[src/common/hdg_pkg.sv]
// Shared constants, types and field functions of the hub descriptor generator
package hdg_pkg;

  // ==========================================================
  // Descriptor contents
  localparam int unsigned TOTAL_PORTS = 3; // Ports built into the hub
  localparam logic [7:0] EP_LEN = 8'h07; // Endpoint descriptor length
  localparam logic [7:0] EP_TYPE = 8'h05; // Endpoint descriptor type
  localparam logic [7:0] EP_ADDR = 8'h81; // Endpoint one, device to host
  localparam logic [7:0] EP_ATTR = 8'h03; // Interrupt, no sync, data
  localparam logic [15:0] EP_MPS = 16'h0001; // Max packet size
  localparam logic [7:0] EP_INTERVAL = 8'hff; // Slowest polling
  localparam logic [7:0] HUB_LEN = 8'h09; // Hub descriptor length
  localparam logic [7:0] HUB_TYPE = 8'h29; // Hub type, 1.1 and 2.0
  localparam logic [7:0] HUB_TYPE_OLD = 8'h00; // Hub type, 1.0
  localparam logic [1:0] TT_THINK_8FS = 2'b00; // Think time code
  localparam int unsigned PWR_GOOD_UNIT_MS = 2; // Unit of power-on time

  // ==========================================================
  // Register map, byte addresses
  localparam logic [3:0] ADDR_CFG = 4'h0; // Configuration load
  localparam logic [3:0] ADDR_STATUS = 4'h4; // Derived values, busy

  // Field positions in the configuration word
  localparam int unsigned CFG_MODE_POS = 0; // Power mode select
  localparam int unsigned CFG_PPWR_POS = 1; // Port power switching
  localparam int unsigned CFG_COMP_POS = 2; // Compound device
  localparam int unsigned CFG_OCS_POS = 3; // Over-current sensing, 2 bits
  localparam int unsigned CFG_DBP_POS = 8; // Disabled, bus powered, 3 bits
  localparam int unsigned CFG_DSP_POS = 12; // Disabled, self powered, 3 bits
  localparam int unsigned CFG_PON_POS = 16; // Power-on time, 8 bits

  // Field positions in the status word
  localparam int unsigned STS_PORTS_POS = 0; // Reported port count
  localparam int unsigned STS_CHAR_POS = 8; // Characteristics, low byte
  localparam int unsigned STS_BUSY_POS = 24; // Transfer in progress

  // Internal default: self powered, all ports on, 100 ms power-on
  localparam logic [31:0] CFG_RESET = 32'h0032_0009;

  // ==========================================================
  // Types
  typedef struct packed {
    logic [7:0] power_on_time;
    logic [2:0] disabled_ports_self_powered;
    logic [2:0] disabled_ports_bus_powered;
    logic [1:0] overcurrent_sensing_setting;
    logic compound_device;
    logic port_power_switching_setting;
    logic power_mode_select;
  } hdg_cfg_type;

  typedef enum logic {
    HDG_KIND_EP = 1'b0,
    HDG_KIND_HUB = 1'b1
  } hdg_kind_type;

  // ==========================================================
  // Field functions
  function automatic hdg_cfg_type word_to_cfg(input logic [31:0] w);
    hdg_cfg_type c;
    c.power_mode_select = w[CFG_MODE_POS];
    c.port_power_switching_setting = w[CFG_PPWR_POS];
    c.compound_device = w[CFG_COMP_POS];
    c.overcurrent_sensing_setting = w[CFG_OCS_POS +: 2];
    c.disabled_ports_bus_powered = w[CFG_DBP_POS +: 3];
    c.disabled_ports_self_powered = w[CFG_DSP_POS +: 3];
    c.power_on_time = w[CFG_PON_POS +: 8];
    return c;
  endfunction

  function automatic logic [31:0] cfg_to_word(input hdg_cfg_type c);
    logic [31:0] w;
    w = 32'h0000_0000;
    w[CFG_MODE_POS] = c.power_mode_select;
    w[CFG_PPWR_POS] = c.port_power_switching_setting;
    w[CFG_COMP_POS] = c.compound_device;
    w[CFG_OCS_POS +: 2] = c.overcurrent_sensing_setting;
    w[CFG_DBP_POS +: 3] = c.disabled_ports_bus_powered;
    w[CFG_DSP_POS +: 3] = c.disabled_ports_self_powered;
    w[CFG_PON_POS +: 8] = c.power_on_time;
    return w;
  endfunction

  // Ports left after removing those disabled in the active mode
  function automatic logic [7:0] nbr_ports(input hdg_cfg_type c);
    logic [2:0] dis;
    dis = c.power_mode_select ? c.disabled_ports_self_powered
                              : c.disabled_ports_bus_powered;
    return 8'(TOTAL_PORTS - $countones(dis));
  endfunction

  // Characteristics word; indicators and upper byte stay zero
  function automatic logic [15:0] hub_char(input hdg_cfg_type c);
    return {8'h00, 1'b0, TT_THINK_8FS, c.overcurrent_sensing_setting,
            c.compound_device, 1'b0, c.port_power_switching_setting};
  endfunction

endpackage

[src/hdg_cfg_regs.sv]
// Configuration store and Avalon-MM register slave
`timescale 1ns/1ns
`default_nettype none

module hdg_cfg_regs #(
  parameter logic [31:0] CFG_DEFAULT = hdg_pkg::CFG_RESET
) (
  input wire logic mclk,
  input wire logic arst_n,
  input wire logic [3:0] avs_address,
  input wire logic avs_read,
  input wire logic avs_write,
  input wire logic [31:0] avs_writedata,
  input wire logic [3:0] avs_byteenable,
  output logic [31:0] avs_readdata,
  output logic avs_waitrequest,
  input wire logic busy,
  output hdg_pkg::hdg_cfg_type cfg
);

  // ==========================================================
  // State
  typedef struct packed {
    hdg_pkg::hdg_cfg_type cfg; // Active configuration
    logic wait_r; // Waitrequest, high between answers
    logic [31:0] rdata; // Read answer
  } hdg_regs_type;

  hdg_regs_type s_reg;
  hdg_regs_type s_next;
  logic [31:0] mask; // Byte lanes as bit mask
  logic [31:0] status; // Live status word
  logic [15:0] chr; // Characteristics word of the active setup

  // ==========================================================
  // Next state: one wait cycle, then commit on the answering edge
  always_comb begin
    s_next = s_reg;
    mask = {{8{avs_byteenable[3]}}, {8{avs_byteenable[2]}},
            {8{avs_byteenable[1]}}, {8{avs_byteenable[0]}}};
    status = 32'h0000_0000;
    // Function results cannot be sliced directly, so go through a copy
    chr = hdg_pkg::hub_char(s_reg.cfg);
    status[hdg_pkg::STS_PORTS_POS +: 8] = hdg_pkg::nbr_ports(s_reg.cfg);
    status[hdg_pkg::STS_CHAR_POS +: 8] = chr[7:0];
    status[hdg_pkg::STS_BUSY_POS] = busy;
    s_next.wait_r = 1'b1;
    if ((avs_read || avs_write) && s_reg.wait_r) begin
      // First edge of a request: prepare answer
      s_next.wait_r = 1'b0;
      unique case (avs_address)
        hdg_pkg::ADDR_CFG: s_next.rdata = hdg_pkg::cfg_to_word(s_reg.cfg);
        hdg_pkg::ADDR_STATUS: s_next.rdata = status;
        default: s_next.rdata = 32'h0000_0000; // Unmapped reads zero
      endcase
    end else if (avs_write && !s_reg.wait_r) begin
      // Serial load replaces defaults, lane by lane
      if (avs_address == hdg_pkg::ADDR_CFG) begin // RULE_15
        s_next.cfg = hdg_pkg::word_to_cfg(
          (hdg_pkg::cfg_to_word(s_reg.cfg) & ~mask) | (avs_writedata & mask));
      end
    end
  end

  // ==========================================================
  // Registers; reset loads the internal default
  always_ff @(posedge mclk or negedge arst_n) begin
    if (!arst_n) begin
      s_reg.cfg <= hdg_pkg::word_to_cfg(CFG_DEFAULT); // RULE_15
      s_reg.wait_r <= 1'b1;
      s_reg.rdata <= 32'h0000_0000;
    end else begin
      s_reg <= s_next;
    end
  end

  assign avs_readdata = s_reg.rdata;
  assign avs_waitrequest = s_reg.wait_r;
  assign cfg = s_reg.cfg;

endmodule

`default_nettype wire

[src/hdg_desc_rom.sv]
// Byte image of the endpoint and hub descriptors
`timescale 1ns/1ns
`default_nettype none

module hdg_desc_rom (
  input wire hdg_pkg::hdg_kind_type kind,
  input wire logic [3:0] idx,
  input wire hdg_pkg::hdg_cfg_type cfg,
  output logic [7:0] data
);

  logic [15:0] chr; // Characteristics word

  // ==========================================================
  // Lookup; multi-byte fields go low byte first
  always_comb begin
    chr = hdg_pkg::hub_char(cfg); // RULE_10 RULE_11 RULE_12 RULE_13
    data = 8'h00;
    if (kind == hdg_pkg::HDG_KIND_EP) begin
      unique case (idx)
        4'h0: data = hdg_pkg::EP_LEN; // RULE_01
        4'h1: data = hdg_pkg::EP_TYPE; // RULE_01
        4'h2: data = hdg_pkg::EP_ADDR; // RULE_02
        4'h3: data = hdg_pkg::EP_ATTR; // RULE_03
        4'h4: data = hdg_pkg::EP_MPS[7:0]; // RULE_04 RULE_17
        4'h5: data = hdg_pkg::EP_MPS[15:8]; // RULE_04 RULE_17
        4'h6: data = hdg_pkg::EP_INTERVAL; // RULE_05
        default: data = 8'h00; // Beyond the end
      endcase
    end else begin
      unique case (idx)
        4'h0: data = hdg_pkg::HUB_LEN; // RULE_07
        4'h1: data = hdg_pkg::HUB_TYPE; // RULE_07
        4'h2: data = hdg_pkg::nbr_ports(cfg); // RULE_08 RULE_09 RULE_16
        4'h3: data = chr[7:0]; // RULE_17
        4'h4: data = chr[15:8]; // RULE_17
        4'h5: data = cfg.power_on_time; // RULE_14
        default: data = 8'h00; // Bytes six to eight and beyond read zero
      endcase
    end
  end

endmodule

`default_nettype wire

[src/hdg_top.sv]
// Top of the hub descriptor generator: request handling and byte stream
`timescale 1ns/1ns
`default_nettype none

// How it works
// [RULE_01] Endpoint descriptor: seven bytes, 07h then 05h
// [RULE_02] Endpoint address byte reads 81h
// [RULE_03] Endpoint attributes byte reads 03h, interrupt
// [RULE_04] Endpoint max packet size is 0001h
// [RULE_05] Endpoint polling interval byte reads FFh
// [RULE_06] Hub request accepted for type 29h or 00h
// [RULE_07] Hub descriptor starts 09h, 29h, any speed
// [RULE_08] Port count is three minus disabled ports
// [RULE_09] Mode picks bus or self disabled field
// [RULE_10] Characteristics bits 1:0 follow port power setting
// [RULE_11] Bit 2 compound, bits 4:3 over-current sensing
// [RULE_12] Bits 6:5 zero, think time 8 FS
// [RULE_13] Bit 7 and upper byte read zero
// [RULE_14] Power-on byte reports configured time unchanged
// [RULE_15] Fields come from loaded configuration, not constants
// [RULE_16] Mode bit zero bus powered, one self
// [RULE_17] Multi-byte fields sent low byte first
// [RULE_18] Short request returns only leading bytes
module hdg_top #(
  parameter logic [31:0] CFG_DEFAULT = hdg_pkg::CFG_RESET
) (
  input wire logic mclk,
  input wire logic arst_n,
  // Register bus
  input wire logic [3:0] avs_address,
  input wire logic avs_read,
  input wire logic avs_write,
  input wire logic [31:0] avs_writedata,
  input wire logic [3:0] avs_byteenable,
  output logic [31:0] avs_readdata,
  output logic avs_waitrequest,
  // Descriptor request from the control engine
  input wire logic req_valid,
  input wire hdg_pkg::hdg_kind_type req_kind,
  input wire logic [7:0] req_dtype,
  input wire logic [15:0] req_len,
  // Byte stream of the data stage
  output logic tx_valid,
  output logic [7:0] tx_data,
  output logic tx_last,
  input wire logic tx_ready,
  // Request outcome
  output logic req_done,
  output logic req_stall
);

  // ==========================================================
  // Types and state
  typedef enum logic [1:0] {
    HDG_ST_IDLE = 2'b01, // Waiting for a request
    HDG_ST_SEND = 2'b10 // Streaming bytes
  } hdg_state_type;

  typedef struct packed {
    hdg_state_type st; // Sequencer state
    hdg_pkg::hdg_kind_type kind; // Descriptor being sent
    logic [3:0] idx; // Offset of byte on tx_data
    logic [3:0] total; // Bytes to send in this stage
    logic tx_valid; // Byte on offer
    logic [7:0] tx_data; // Byte value
    logic tx_last; // Final byte of stage
    logic done; // Stage finished, one cycle
    logic stall; // Request refused, one cycle
  } hdg_top_type;

  hdg_top_type s_reg;
  hdg_top_type s_next;

  hdg_pkg::hdg_cfg_type cfg; // Active configuration
  hdg_pkg::hdg_kind_type rom_kind; // Descriptor to look up
  logic [3:0] rom_idx; // Offset to look up
  logic [7:0] rom_data; // Looked-up byte
  logic [3:0] desc_len; // Full length of requested descriptor
  logic [3:0] clip; // Bytes actually sent
  logic type_ok; // Hub type value accepted
  logic busy; // Stage in progress

  // ==========================================================
  // Configuration store and register slave
  hdg_cfg_regs #(
    .CFG_DEFAULT(CFG_DEFAULT)
  ) u_regs (
    .mclk(mclk),
    .arst_n(arst_n),
    .avs_address(avs_address),
    .avs_read(avs_read),
    .avs_write(avs_write),
    .avs_writedata(avs_writedata),
    .avs_byteenable(avs_byteenable),
    .avs_readdata(avs_readdata),
    .avs_waitrequest(avs_waitrequest),
    .busy(busy),
    .cfg(cfg)
  );

  // ==========================================================
  // Descriptor image lookup
  hdg_desc_rom u_rom (
    .kind(rom_kind),
    .idx(rom_idx),
    .cfg(cfg),
    .data(rom_data)
  );

  // ==========================================================
  // Lookup address: first byte when idle, next byte when sending
  always_comb begin
    busy = (s_reg.st == HDG_ST_SEND);
    rom_kind = busy ? s_reg.kind : req_kind;
    rom_idx = busy ? 4'(s_reg.idx + 4'h1) : 4'h0;
  end

  // ==========================================================
  // Request checks and length clipping
  always_comb begin
    // Both hub type values give the same descriptor
    type_ok = (req_dtype == hdg_pkg::HUB_TYPE) ||
              (req_dtype == hdg_pkg::HUB_TYPE_OLD); // RULE_06
    desc_len = (req_kind == hdg_pkg::HDG_KIND_EP) ?
               hdg_pkg::EP_LEN[3:0] : hdg_pkg::HUB_LEN[3:0];
    // Host asking for less gets the leading bytes only
    if (req_len < 16'(desc_len)) begin // RULE_18
      clip = req_len[3:0];
    end else begin
      clip = desc_len;
    end
  end

  // ==========================================================
  // Sequencer next state
  always_comb begin
    s_next = s_reg;
    s_next.done = 1'b0;
    s_next.stall = 1'b0;
    unique case (s_reg.st)
      HDG_ST_IDLE: begin
        if (req_valid) begin
          if (req_kind == hdg_pkg::HDG_KIND_HUB && !type_ok) begin
            // Unknown class type: refuse
            s_next.stall = 1'b1; // RULE_06
          end else if (clip == 4'h0) begin
            // Zero length: nothing to send
            s_next.done = 1'b1; // RULE_18
          end else begin
            // Offer first byte at once
            s_next.st = HDG_ST_SEND;
            s_next.kind = req_kind;
            s_next.idx = 4'h0;
            s_next.total = clip;
            s_next.tx_valid = 1'b1;
            s_next.tx_data = rom_data;
            s_next.tx_last = (clip == 4'h1); // RULE_18
          end
        end
      end
      HDG_ST_SEND: begin
        if (tx_ready) begin
          if (s_reg.tx_last) begin
            // Stage ends after the clipped count
            s_next.st = HDG_ST_IDLE;
            s_next.tx_valid = 1'b0;
            s_next.tx_last = 1'b0;
            s_next.tx_data = 8'h00;
            s_next.done = 1'b1; // RULE_18
          end else begin
            // Advance in offset order, low byte first
            s_next.idx = 4'(s_reg.idx + 4'h1); // RULE_17
            s_next.tx_data = rom_data;
            s_next.tx_last = (4'(s_reg.idx + 4'h2) == s_reg.total);
          end
        end
      end
    endcase
  end

  // ==========================================================
  // Sequencer registers
  always_ff @(posedge mclk or negedge arst_n) begin
    if (!arst_n) begin
      s_reg <= '{st: HDG_ST_IDLE, kind: hdg_pkg::HDG_KIND_EP,
                 default: '0};
    end else begin
      s_reg <= s_next;
    end
  end

  // Outputs straight from flip-flops
  assign tx_valid = s_reg.tx_valid;
  assign tx_data = s_reg.tx_data;
  assign tx_last = s_reg.tx_last;
  assign req_done = s_reg.done;
  assign req_stall = s_reg.stall;

  // Byte-on-offer helpers
  logic ep_on; // Endpoint byte offered
  logic hub_on; // Hub byte offered
  logic [15:0] chr_exp; // Expected characteristics
  logic [2:0] dis_exp; // Disabled set of active mode
  always_comb begin
    ep_on = s_reg.tx_valid && s_reg.kind == hdg_pkg::HDG_KIND_EP;
    hub_on = s_reg.tx_valid && s_reg.kind == hdg_pkg::HDG_KIND_HUB;
    chr_exp = {9'h000, 2'b00, cfg.overcurrent_sensing_setting,
               cfg.compound_device, 1'b0,
               cfg.port_power_switching_setting};
    dis_exp = cfg.power_mode_select ? cfg.disabled_ports_self_powered
                                    : cfg.disabled_ports_bus_powered;
  end
endmodule

`default_nettype wire
[config.mk]
export PLATFORM = sky130hd
export DESIGN_NAME = hdg_top
export DESIGN_NICKNAME = d
export VERILOG_FILES = /design/src/common/hdg_pkg.sv /design/src/hdg_cfg_regs.sv /design/src/hdg_desc_rom.sv /design/src/hdg_top.sv
export SDC_FILE = /design/constraint.sdc
export NUM_CORES = 1
export LEC_CHECK = 0
export BUFFER_PORTS_ARGS = -buffer_cell sky130_fd_sc_hd__buf_4
export CORE_MARGIN = 5
export CORE_UTILIZATION = 54
export DETAILED_ROUTE_END_ITERATION = 8
export GPL_ROUTABILITY_DRIVEN = 0
export PLACE_DENSITY = 0.83
export SYNTH_ARGS = -nofsm -noshare
export SYNTH_HDL_FRONTEND = slang
export SYNTH_HIERARCHICAL = 1
export SYNTH_SLANG_ARGS = --single-unit
[constraint.sdc]
create_clock -name mclk -period 3.21 [get_ports mclk]
set_input_delay 0.321 -clock mclk [delete_from_list [all_inputs] [get_ports mclk]]
set_output_delay 0.321 -clock mclk [all_outputs]
set_load 0.01 [all_outputs]
; ---- Yosys cells after proc, flatten, opt, wreduce, memory -nomap -nowiden
; Cells that the tools add are included.
[op_classes]
n_addsub = 5
n_mul = 0
n_div = 0
magnitude_cmp = 1
n_eq_ne = 18
shifts = 0
n_mux = 27
bitwise_logic = 7
n_reduce_logical = 16
[ops]
columns = operator, count
row1 = one-hot mux 25 bit (2 select lines), 1
row2 = AND 24 bit, 2
row3 = one-hot mux 8 bit (6 select lines), 1
row4 = one-hot mux 8 bit (5 select lines), 1
row5 = 2-to-1 mux 33 bit, 1
row6 = NOT 24 bit, 1
row7 = bitwise OR 24 bit, 1
row8 = 2-to-1 mux 23 bit, 1
row9 = 2-to-1 mux 22 bit, 1
row10 = one-hot mux 11 bit (2 select lines), 1
row11 = 2-to-1 mux 21 bit, 1
row12 = 2-to-1 mux 4 bit, 5
row13 = equality test 4 x 3 -> 1 bit (second input constant), 4
row14 = < comparator 16 x 4 -> 1 bit, 1
row15 = logical NOT 4 bit, 3
row16 = inequality test 2 bit (second input constant), 6
row17 = 2-to-1 mux 11 bit, 1
row18 = AND reduction 5 bit, 2
row19 = 2-to-1 mux 9 bit, 1
row20 = adder 8 x 1 -> 8 bit, 1
row21 = equality test 4 x 1 -> 1 bit (second input constant), 2
row22 = equality test 4 x 2 -> 1 bit (second input constant), 2
row23 = equality test 8 x 6 -> 1 bit (second input constant), 1
row24 = logical NOT 8 bit, 1
row25 = 19 further kinds, 32
[word_totals]
regBits = 75
latchBits = 0
mem_bits_rw = 0
mem_bits_ro = 0
inputBits = 71
out_inout_bits = 45
memories = 0

; ---- Longest topological paths before layout
; Gate-level depths: netlist of the first run.
[depth]
depth_word = 10
mapped_depth = 10
ltp_nobuf = 8

; ---- By module
; The synthesis of the first run kept the hierarchy.
[by_module_without_submodules]
columns = mod, instances, cells_per_inst, area_each_um2, seq_area_each_um2
row1 = hdg_cfg_regs, 1, 125, 1746.7, 1033.5
row2 = hdg_top, 1, 117, 1251.2, 551.8
row3 = hdg_desc_rom, 1, 46, 365.4, 0.0

; ---- Least setup slack after synthesis of the first run
; OpenSTA, ideal clock, no wires.
[synth_path]
kind = input to register
startpoint = input port req_kind
endpoint = register s_reg[12] (netlist name)
t_arrival_ns = 2.093
slack_ns = 0.992
cell_stages = 8
n_path_buf = 1
cell_sequence = inv_1 -> ha_1 -> a31oi_1 -> and2_1 -> a221o_1 -> or3b_1 -> buf_2 -> mux2_4
[synth_via]
elab_chain_len = 6
word_cells_on_any_way = 8
cone_classes = order compare (1) / mux (2) / bitwise (2) / reduce/logical (3)
[synth_rtl]
columns = item, line
row1 = from (decl), hdg_top.sv:39  ; input wire hdg_pkg::hdg_kind_type req_kind,
row2 = 2-to-1 mux 4 bit, hdg_top.sv:124  ; desc_len = (req_kind == hdg_pkg::HDG_KIND_EP) ?
row3 = < comparator 16 x 4 -> 1 bit, hdg_top.sv:127  ; if (req_len < 16'(desc_len)) begin
row4 = 2-to-1 mux 4 bit, hdg_top.sv:127
row5 = logical NOT 4 bit, hdg_top.sv:146  ; end else if (clip == 4'h0) begin
row6 = NOT 1 bit (no source line), --
row7 = AND reduction 4 bit (no source line), --
row8 = to (signal assigned), hdg_top.sv:185  ; s_reg <= '{st: HDG_ST_IDLE, kind: hdg_pkg::HDG_KIND_EP,
row9 = to (signal assigned), hdg_top.sv:188  ; s_reg <= s_next;
row10 = to (decl), hdg_top.sv:71  ; hdg_top_type s_reg;
; Parallel ways exist; a longest one is shown, timed or not.
; A chain may end at the register's enable or synchronous reset.

; ---- Worst setup path in the final report of the first run
[layout_path]
startpoint = register s_reg[21] (netlist name)
endpoint = register s_reg (netlist bit tx_data[0])
[layout_via]
elab_chain_len = 9
word_cells_on_any_way = 25
cone_classes = eq/ne (12) / mux (11) / reduce/logical (2)
[layout_rtl]
columns = item, line
row1 = equality test 2 bit *, hdg_top.sv:113  ; busy = (s_reg.st == HDG_ST_SEND);
row2 = via busy, hdg_top.sv:81  ; logic busy;
row3 = 2-to-1 mux 4 bit *, hdg_top.sv:115  ; rom_idx = busy ? 4'(s_reg.idx + 4'h1) : 4'h0;
row4 = via rom_idx[1], hdg_top.sv:76  ; logic [3:0] rom_idx;
row5 = equality test 4 x 3 -> 1 bit (tied with other cells), hdg_desc_rom.sv:20  ; unique case (idx)
row6 = one-hot mux 8 bit (6 select lines) / one-hot mux 8 bit (5 select lines) (equally long branches), "hdg_desc_rom.sv:20, hdg_desc_rom.sv:31"
row7 = 2-to-1 mux 8 bit *, hdg_desc_rom.sv:19  ; if (kind == hdg_pkg::HDG_KIND_EP) begin
row8 = via rom_data[0], hdg_top.sv:77  ; logic [7:0] rom_data;
row9 = 2-to-1 mux 21 bit, hdg_top.sv:146
row10 = 2-to-1 mux 22 bit, hdg_top.sv:143  ; if (req_kind == hdg_pkg::HDG_KIND_HUB && !type_ok) begin
row11 = 2-to-1 mux 23 bit, hdg_top.sv:142  ; if (req_valid) begin
row12 = one-hot mux 11 bit (2 select lines) *, hdg_top.sv:140  ; unique case (s_reg.st)
; Mark *: on every way through the listed nets, which the timed path passes. The rest lies on a longest branch. The select of a mux whose other input is x is not followed.

==> flow_summary.yaml, run 1 <==
run_status:
  status: "complete, no violations"
yosys:
  synth_common_cells: "56 x dfrtp_1, 26 x buf_4, 26 x mux2_2, 22 x a22o_1, 13 x nand2_1"
  synth_top_area_share_pct: 41.7
  yosys-top-cells-area: "dfrtp_1 42%, mux2_2 8.7%, buf_4 5.8%"
  synth_fa_ha_area_share_pct: 3.05
  synth.distinct_cells: 60
  synth_largest_area_cell: "dfrtp_1"
  synth_xor_area_share_pct: 1.82
  synth_compound_area_share_pct: 15.2
  netlist_area_um2: 3360
  synth_most_common_cell: "dfrtp_1"
  syn_avg_cell_area_um2: 11.7
  synth_edf_count: 0
  ys.flop_type: "dfrtp_1"
  synthArstFlopShare_pct: 100
  yosys_warnings: 6
  syn_inst: 288
  yosysSeqAreaShare_pct: 47.1
  yosys-mux-area-fraction_pct: 13.3
  synth_top_family_by_area: "compound AO/OA/AOI/OAI gates"
  ys_ff_latch: 63
  yosys.area_share.simple_pct: 11.5
global_routing:
  antenna_found_initial: 0
  track_usage_pct: 22.0
  grt_first_pass_wirelength_um: 13200
  grt_overflow: 0
  first_global_vias: 2675
  grt_max_degree: 64
route:
  drc: 0
  wl_met1_um: 3310
  vias: 2519
  via_per_inst: 5.61
  dr.pass1.iters: 4
  routed-wl-met2_um: 4160
  dr.max_layer_used: "met4"
  routed-wl-met3_um: 439
  antenna_left: 0
  wl_um: 8000
  dr.first_iter.drc_count: 210
  wire_per_inst_um: 17.8
setup_path:
  critPathLaunchType: "flop"
  cp_slowest_cell: "dfstp_2"
  arrival_ns: 2.93
  required_ns: 3.49
  crit_path_max_fanout: 13
  crit_path_max_incr_delay_ns: 0.53
  endpoint_kind: "flop"
  cp_cell_sequence: "nand2b_1 -> clkinv_1 -> and2_1 -> a21boi_1 -> o311a_1 -> o41ai_2 -> a22o_1"
  path_class: "flop to flop"
clock_network:
  cts_setup_buffers: 0
  cts-htree-levels: 3
  cts-root-buf: "clkbuf_8"
  clock_sinks: 63
  clock_latency_ns: 0.35
  clockBufferDepth: 2
  cts_hold_buffers: 0
  cts_made_buffers: 9
  cts-resized-gates: 0
  cts_tree: "yes"
  clk_pin_slew_worst_paths_ns: 0.07
pwr:
  ir_drop_v: 0.000516
  p_int_mw: 1.99
  totalPowerFinal_mw: 2.84
  power_density_nw_per_um2: 667
  switching_share_pct: 29.9
  power_switching_mw: 0.850
  combPwrFrac_pct: 28.5
  power_frac_seq_pct: 36.3
  p_leak_nw: 2.10
  clockPowerShare_pct: 35.2
die:
  start_util_pct: 56.1
  rows: 28
  die_h_um: 88.9
  core_um2: 5990
  ios: 116
  die-area_um2: 7910
  die_w_um: 88.9
cells_and_area:
  fin_nets: 447
  area_growth_pct: 26.6
  insertedDiodeCount: 0
  layout-drive-gt1-share_pct: 41.7
  design_area_um2: 4260
  instances_no_fill: 449
  final_util_pct: 71.1
sta:
  finClkSkew_ns: 0.00891
  drv_slew: 0
  fin_ws_ns: 0.566
  worst_pin_slew_ns: 0.780
  fmax_mhz: 378
  finalHoldViolations: 0
  period_share_pct: 82.4
  setup_violations: 0
  rsz0062_at_grt: "no"
  finalCriticalPeriod_ns: 2.64
  worst_slew_margin_rel_pct: 48.0
  hold_ws_ns: 0.0459
  setup-tns-final_ns: 0
placed_design:
  place_ws_ns: 0.650
  hpwl_um: 5760
  io_buffers: 90
  dp.cells: 433
  dpl_cell_area_um2: 3970
min_path:
  hold_path.class: "primary input to asynchronous set/reset pin"
flow_run:
  drv_cap: 0
## per-layer routing
layer / vias to the layer above / GRT usage (%)
li1: 1195 / -
met1: 1240 / 28.6
met2: 74 / 36.4
met3: 10 / 6.54
met4: 0 / 5.49
met5: - / 0
## cell families after synthesis
family | Yosys count
compound gates | 65
xor+xnor | 7
fa+ha+maj | 7
buf+inv | 42
flops | 63
mux | 40
other cells | 1
simple gates | 63
## critical path, delay by kind of cell, from the launching register on
family	cells	cell delay, ns
AND/OR/NAND/NOR	2	0.72
flip-flops	1	0.53
buffers and inverters	1	0.34
AO/OA/AOI/OAI	4	0.98
## final timing paths
path | from | endpoint | slack, ns | cells after the start
min in group mclk | avs_writedata[12] | flop | 0.21 | 2
hold / removal | arst_n | asynchronous set/reset pin | 0.05 | 1
setup / recovery | s_reg[21]$_DFFE_PN1P_ | tx_data[0]$_DFFE_PN0P_ | 0.57 | 7
max in group asynchronous | arst_n | tx_data[6]$_DFFE_PN0P_ | 2.64 | 1
hold reg to reg | tx_data[6]$_DFFE_PN0P_ | tx_data[6]$_DFFE_PN0P_ | 0.50 | 1
setup reg to reg | s_reg[21]$_DFFE_PN1P_ | tx_data[0]$_DFFE_PN0P_ | 0.57 | 7
## placed cells by master (no fill, tap or decap), drive strengths merged, types with 3 or more instances in the layout
master,n
nor2b,4
o21ai,13
xor2,3
mux2i,11
a21oi,4
inv,8
nor3,6
conb,11
nor2,10
and4,3
ha,5
nor4,5
bufinv,5
and3,5
nand2,14
and3b,3
a221oi,3
mux2,29
a31oi,3
xnor2,4
buf,94
dfrtp,56
dfstp,7
a22o,22
clkbuf,9
## power by group through the flow
stage	logic (mW)	registers, mW	clock network, mW
floorplan	0.591	1.02	0
global placement	0.772	1.04	0
detailed placement	0.794	1.04	0
CTS	0.807	1.03	1.01
global route	0.901	1.05	1.05
finish	0.811	1.03	0.999
## layout make-up
class,instances,area [µm²]
clock inverters,7,168
multi-input cells,193,1550
inverters,8,30.0
well taps,75,93.8
clock buffers,9,124
fillers,430,1730
flip-flops and latches,63,1590
repair buffers,94,706
Power figures use the tool's default switching activity.
==> inputs of run 2 (changes only) <==
--- a/config.mk
+++ b/config.mk
@@ -7,10 +7,10 @@
 export LEC_CHECK = 0
 export BUFFER_PORTS_ARGS = -buffer_cell sky130_fd_sc_hd__buf_4
 export CORE_MARGIN = 5
-export CORE_UTILIZATION = 54
+export CORE_UTILIZATION = 45
 export DETAILED_ROUTE_END_ITERATION = 8
 export GPL_ROUTABILITY_DRIVEN = 0
-export PLACE_DENSITY = 0.83
+export PLACE_DENSITY = 0.74
 export SYNTH_ARGS = -nofsm -noshare
 export SYNTH_HDL_FRONTEND = slang
 export SYNTH_HIERARCHICAL = 1
==> constraint.sdc (replaced) <==
create_clock -name mclk -period 2.42 [get_ports mclk]
set_input_delay 0.242 -clock mclk [delete_from_list [all_inputs] [get_ports mclk]]
set_output_delay 0.242 -clock mclk [all_outputs]
set_load 0.01 [all_outputs]
==> run 2 against run 1 <==
Compared with the run above: total power rose by 23%; sequential power rose by 33%; highest routed layer unchanged; core utilization fell by 12 points.
==> flow_summary.yaml, run 2 (same netlist as run 1, synthesis figures left out) <==
die:
  die_w_um: 96.5
  core_um2: 7250
  ios: 116
  start_util_pct: 46.4
  die_h_um: 96.5
  die-area_um2: 9300
  rows: 31
pwr:
  clockPowerShare_pct: 29.0
  switching_share_pct: 31.3
  p_leak_nw: 2.11
  power_density_nw_per_um2: 812
  ir_drop_v: 0.000355
  power_frac_seq_pct: 39.2
  power_switching_mw: 1.09
  p_int_mw: 2.39
  combPwrFrac_pct: 31.8
clock_network:
  cts_hold_buffers: 1
  clk_pin_slew_worst_paths_ns: 0.07
  clockBufferDepth: 2
  cts_made_buffers: 9
  cts-resized-gates: 0
  cts_setup_buffers: 0
  clock_latency_ns: 0.34
  cts_tree: "yes"
  cts-root-buf: "clkbuf_8"
  clock_sinks: 63
  cts-htree-levels: 3
setup_path:
  critPathLaunchType: "flop"
  cp-startpoint: "s_reg[21]$_DFFE_PN1P_"
  endpoint_kind: "flop"
  required_ns: 2.65
  arrival_ns: 2.44
  crit_path_max_fanout: 10
  path_class: "flop to flop"
  r2r_start: "s_reg[21]$_DFFE_PN1P_"
route:
  drc: 0
  dr.pass1.iters: 4
  dr.first_iter.drc_count: 81
  wire_per_inst_um: 16.2
  wl_um: 7810
  antenna_left: 0
  vias: 2578
  via_per_inst: 5.35
flow_run:
  drv_cap: 0
sta:
  finalHoldViolations: 0
  worst_slew_margin_rel_pct: 48.0
  finClkSkew_ns: 0.00735
  drv_slew: 0
  setup_violations: 0
  hold_ws_ns: 0.131
  worst_pin_slew_ns: 0.780
  setup-tns-final_ns: 0
  fmax_mhz: 453
  period_share_pct: 91.3
  finalCriticalPeriod_ns: 2.21
  rsz0062_at_grt: "no"
min_path:
  hold_start: "avs_writedata[19]"
  hold_path.class: "primary input to flop"
cells_and_area:
  area_growth_pct: 27.5
  final_common_cell: "buf_4"
  insertedDiodeCount: 0
  layout-drive-gt1-share_pct: 42.6
  fin_nets: 456
  layout_common_cells: "102 x buf_4, 56 x dfrtp_1, 26 x mux2_2"
global_routing:
  grt_overflow: 0
  track_usage_pct: 18.2
  first_global_vias: 2675
  grt_first_pass_wirelength_um: 12800
  grt_max_degree: 64
  antenna_found_initial: 0
placed_design:
  hpwl_um: 5940
  io_buffers: 90
run_status:
  status: "complete, no violations"
[run 2: power by group through the flow]
stage                     clock network (mW)  registers (mW)  logic (mW)
after floorplan                            0            1.35       0.784
after global placement                     0            1.38        1.08
after detailed placement                   0            1.38        1.11
after CTS                               1.03            1.37        1.12
after global routing                    1.08            1.39        1.22
final                                   1.01            1.37        1.11
[run 2: worst paths after layout]
| check | endpoint | slack (ns) | cells after the start |
|---|---|---|---|
| worst max-delay path | tx_data[2]$_DFFE_PN0P_ | 0.21 | 9 |
| worst min-delay path | flop | 0.13 | 2 |
| worst max register to register | tx_data[2]$_DFFE_PN0P_ | 0.21 | 9 |
| worst min register to register | u_regs/avs_readdata[0]$_DFFE_PN0P_ | 0.49 | 2 |
| max in group asynchronous | s_reg[22]$_DFFE_PN0P_ | 1.38 | 2 |
| min in group asynchronous | u_regs/avs_readdata[12]$_DFFE_PN0P_ | 0.51 | 2 |
[run 2: layout make-up]
type / count / area, µm²
fillers: 618 / 2970
flip-flops and latches: 63 / 1590
repair buffers: 103 / 776
multi-input cells: 193 / 1550
inverters: 8 / 30.0
clock inverters: 5 / 81.3
well taps: 99 / 124
clock buffers: 11 / 141
[run 2: critical path, cell delays in order, from the launching register on]
cell and delay, ns:
dfstp_2 0.54, nand2b_1 0.12, clkinv_1 0.21, nand2_1 0.12, o21ai_0 0.10, buf_4 0.18, and3_2 0.22, a221oi_1 0.28
nor3_1 0.10, a22o_1 0.22
[run 2: stage by stage]
stage          cells  setup slack (ns)  area (µm²)  utilization [%]  power (mW)
3_5_place_dp     465            0.0871        4060             55.9        2.49
6_report         482             0.210        4290             59.1        3.48
3_3_place_gp     465             0.108        4060             55.9        2.46
5_1_grt          482            0.0750        4290             59.1        3.69
2_1_floorplan    298             0.207        3400                -        2.13
4_1_cts          482             0.177        4290             59.1        3.52
[run 2: metal layers]
layer / vias to the layer above / wire [µm] / global-route usage [%]
li1: 1229 / - / -
met1: 1271 / 3420 / 22.8
met2: 67 / 3850 / 30.1
met3: 11 / 386 / 3.56
met4: 0 / 155 / 8.76
met5: - / 0 / 0
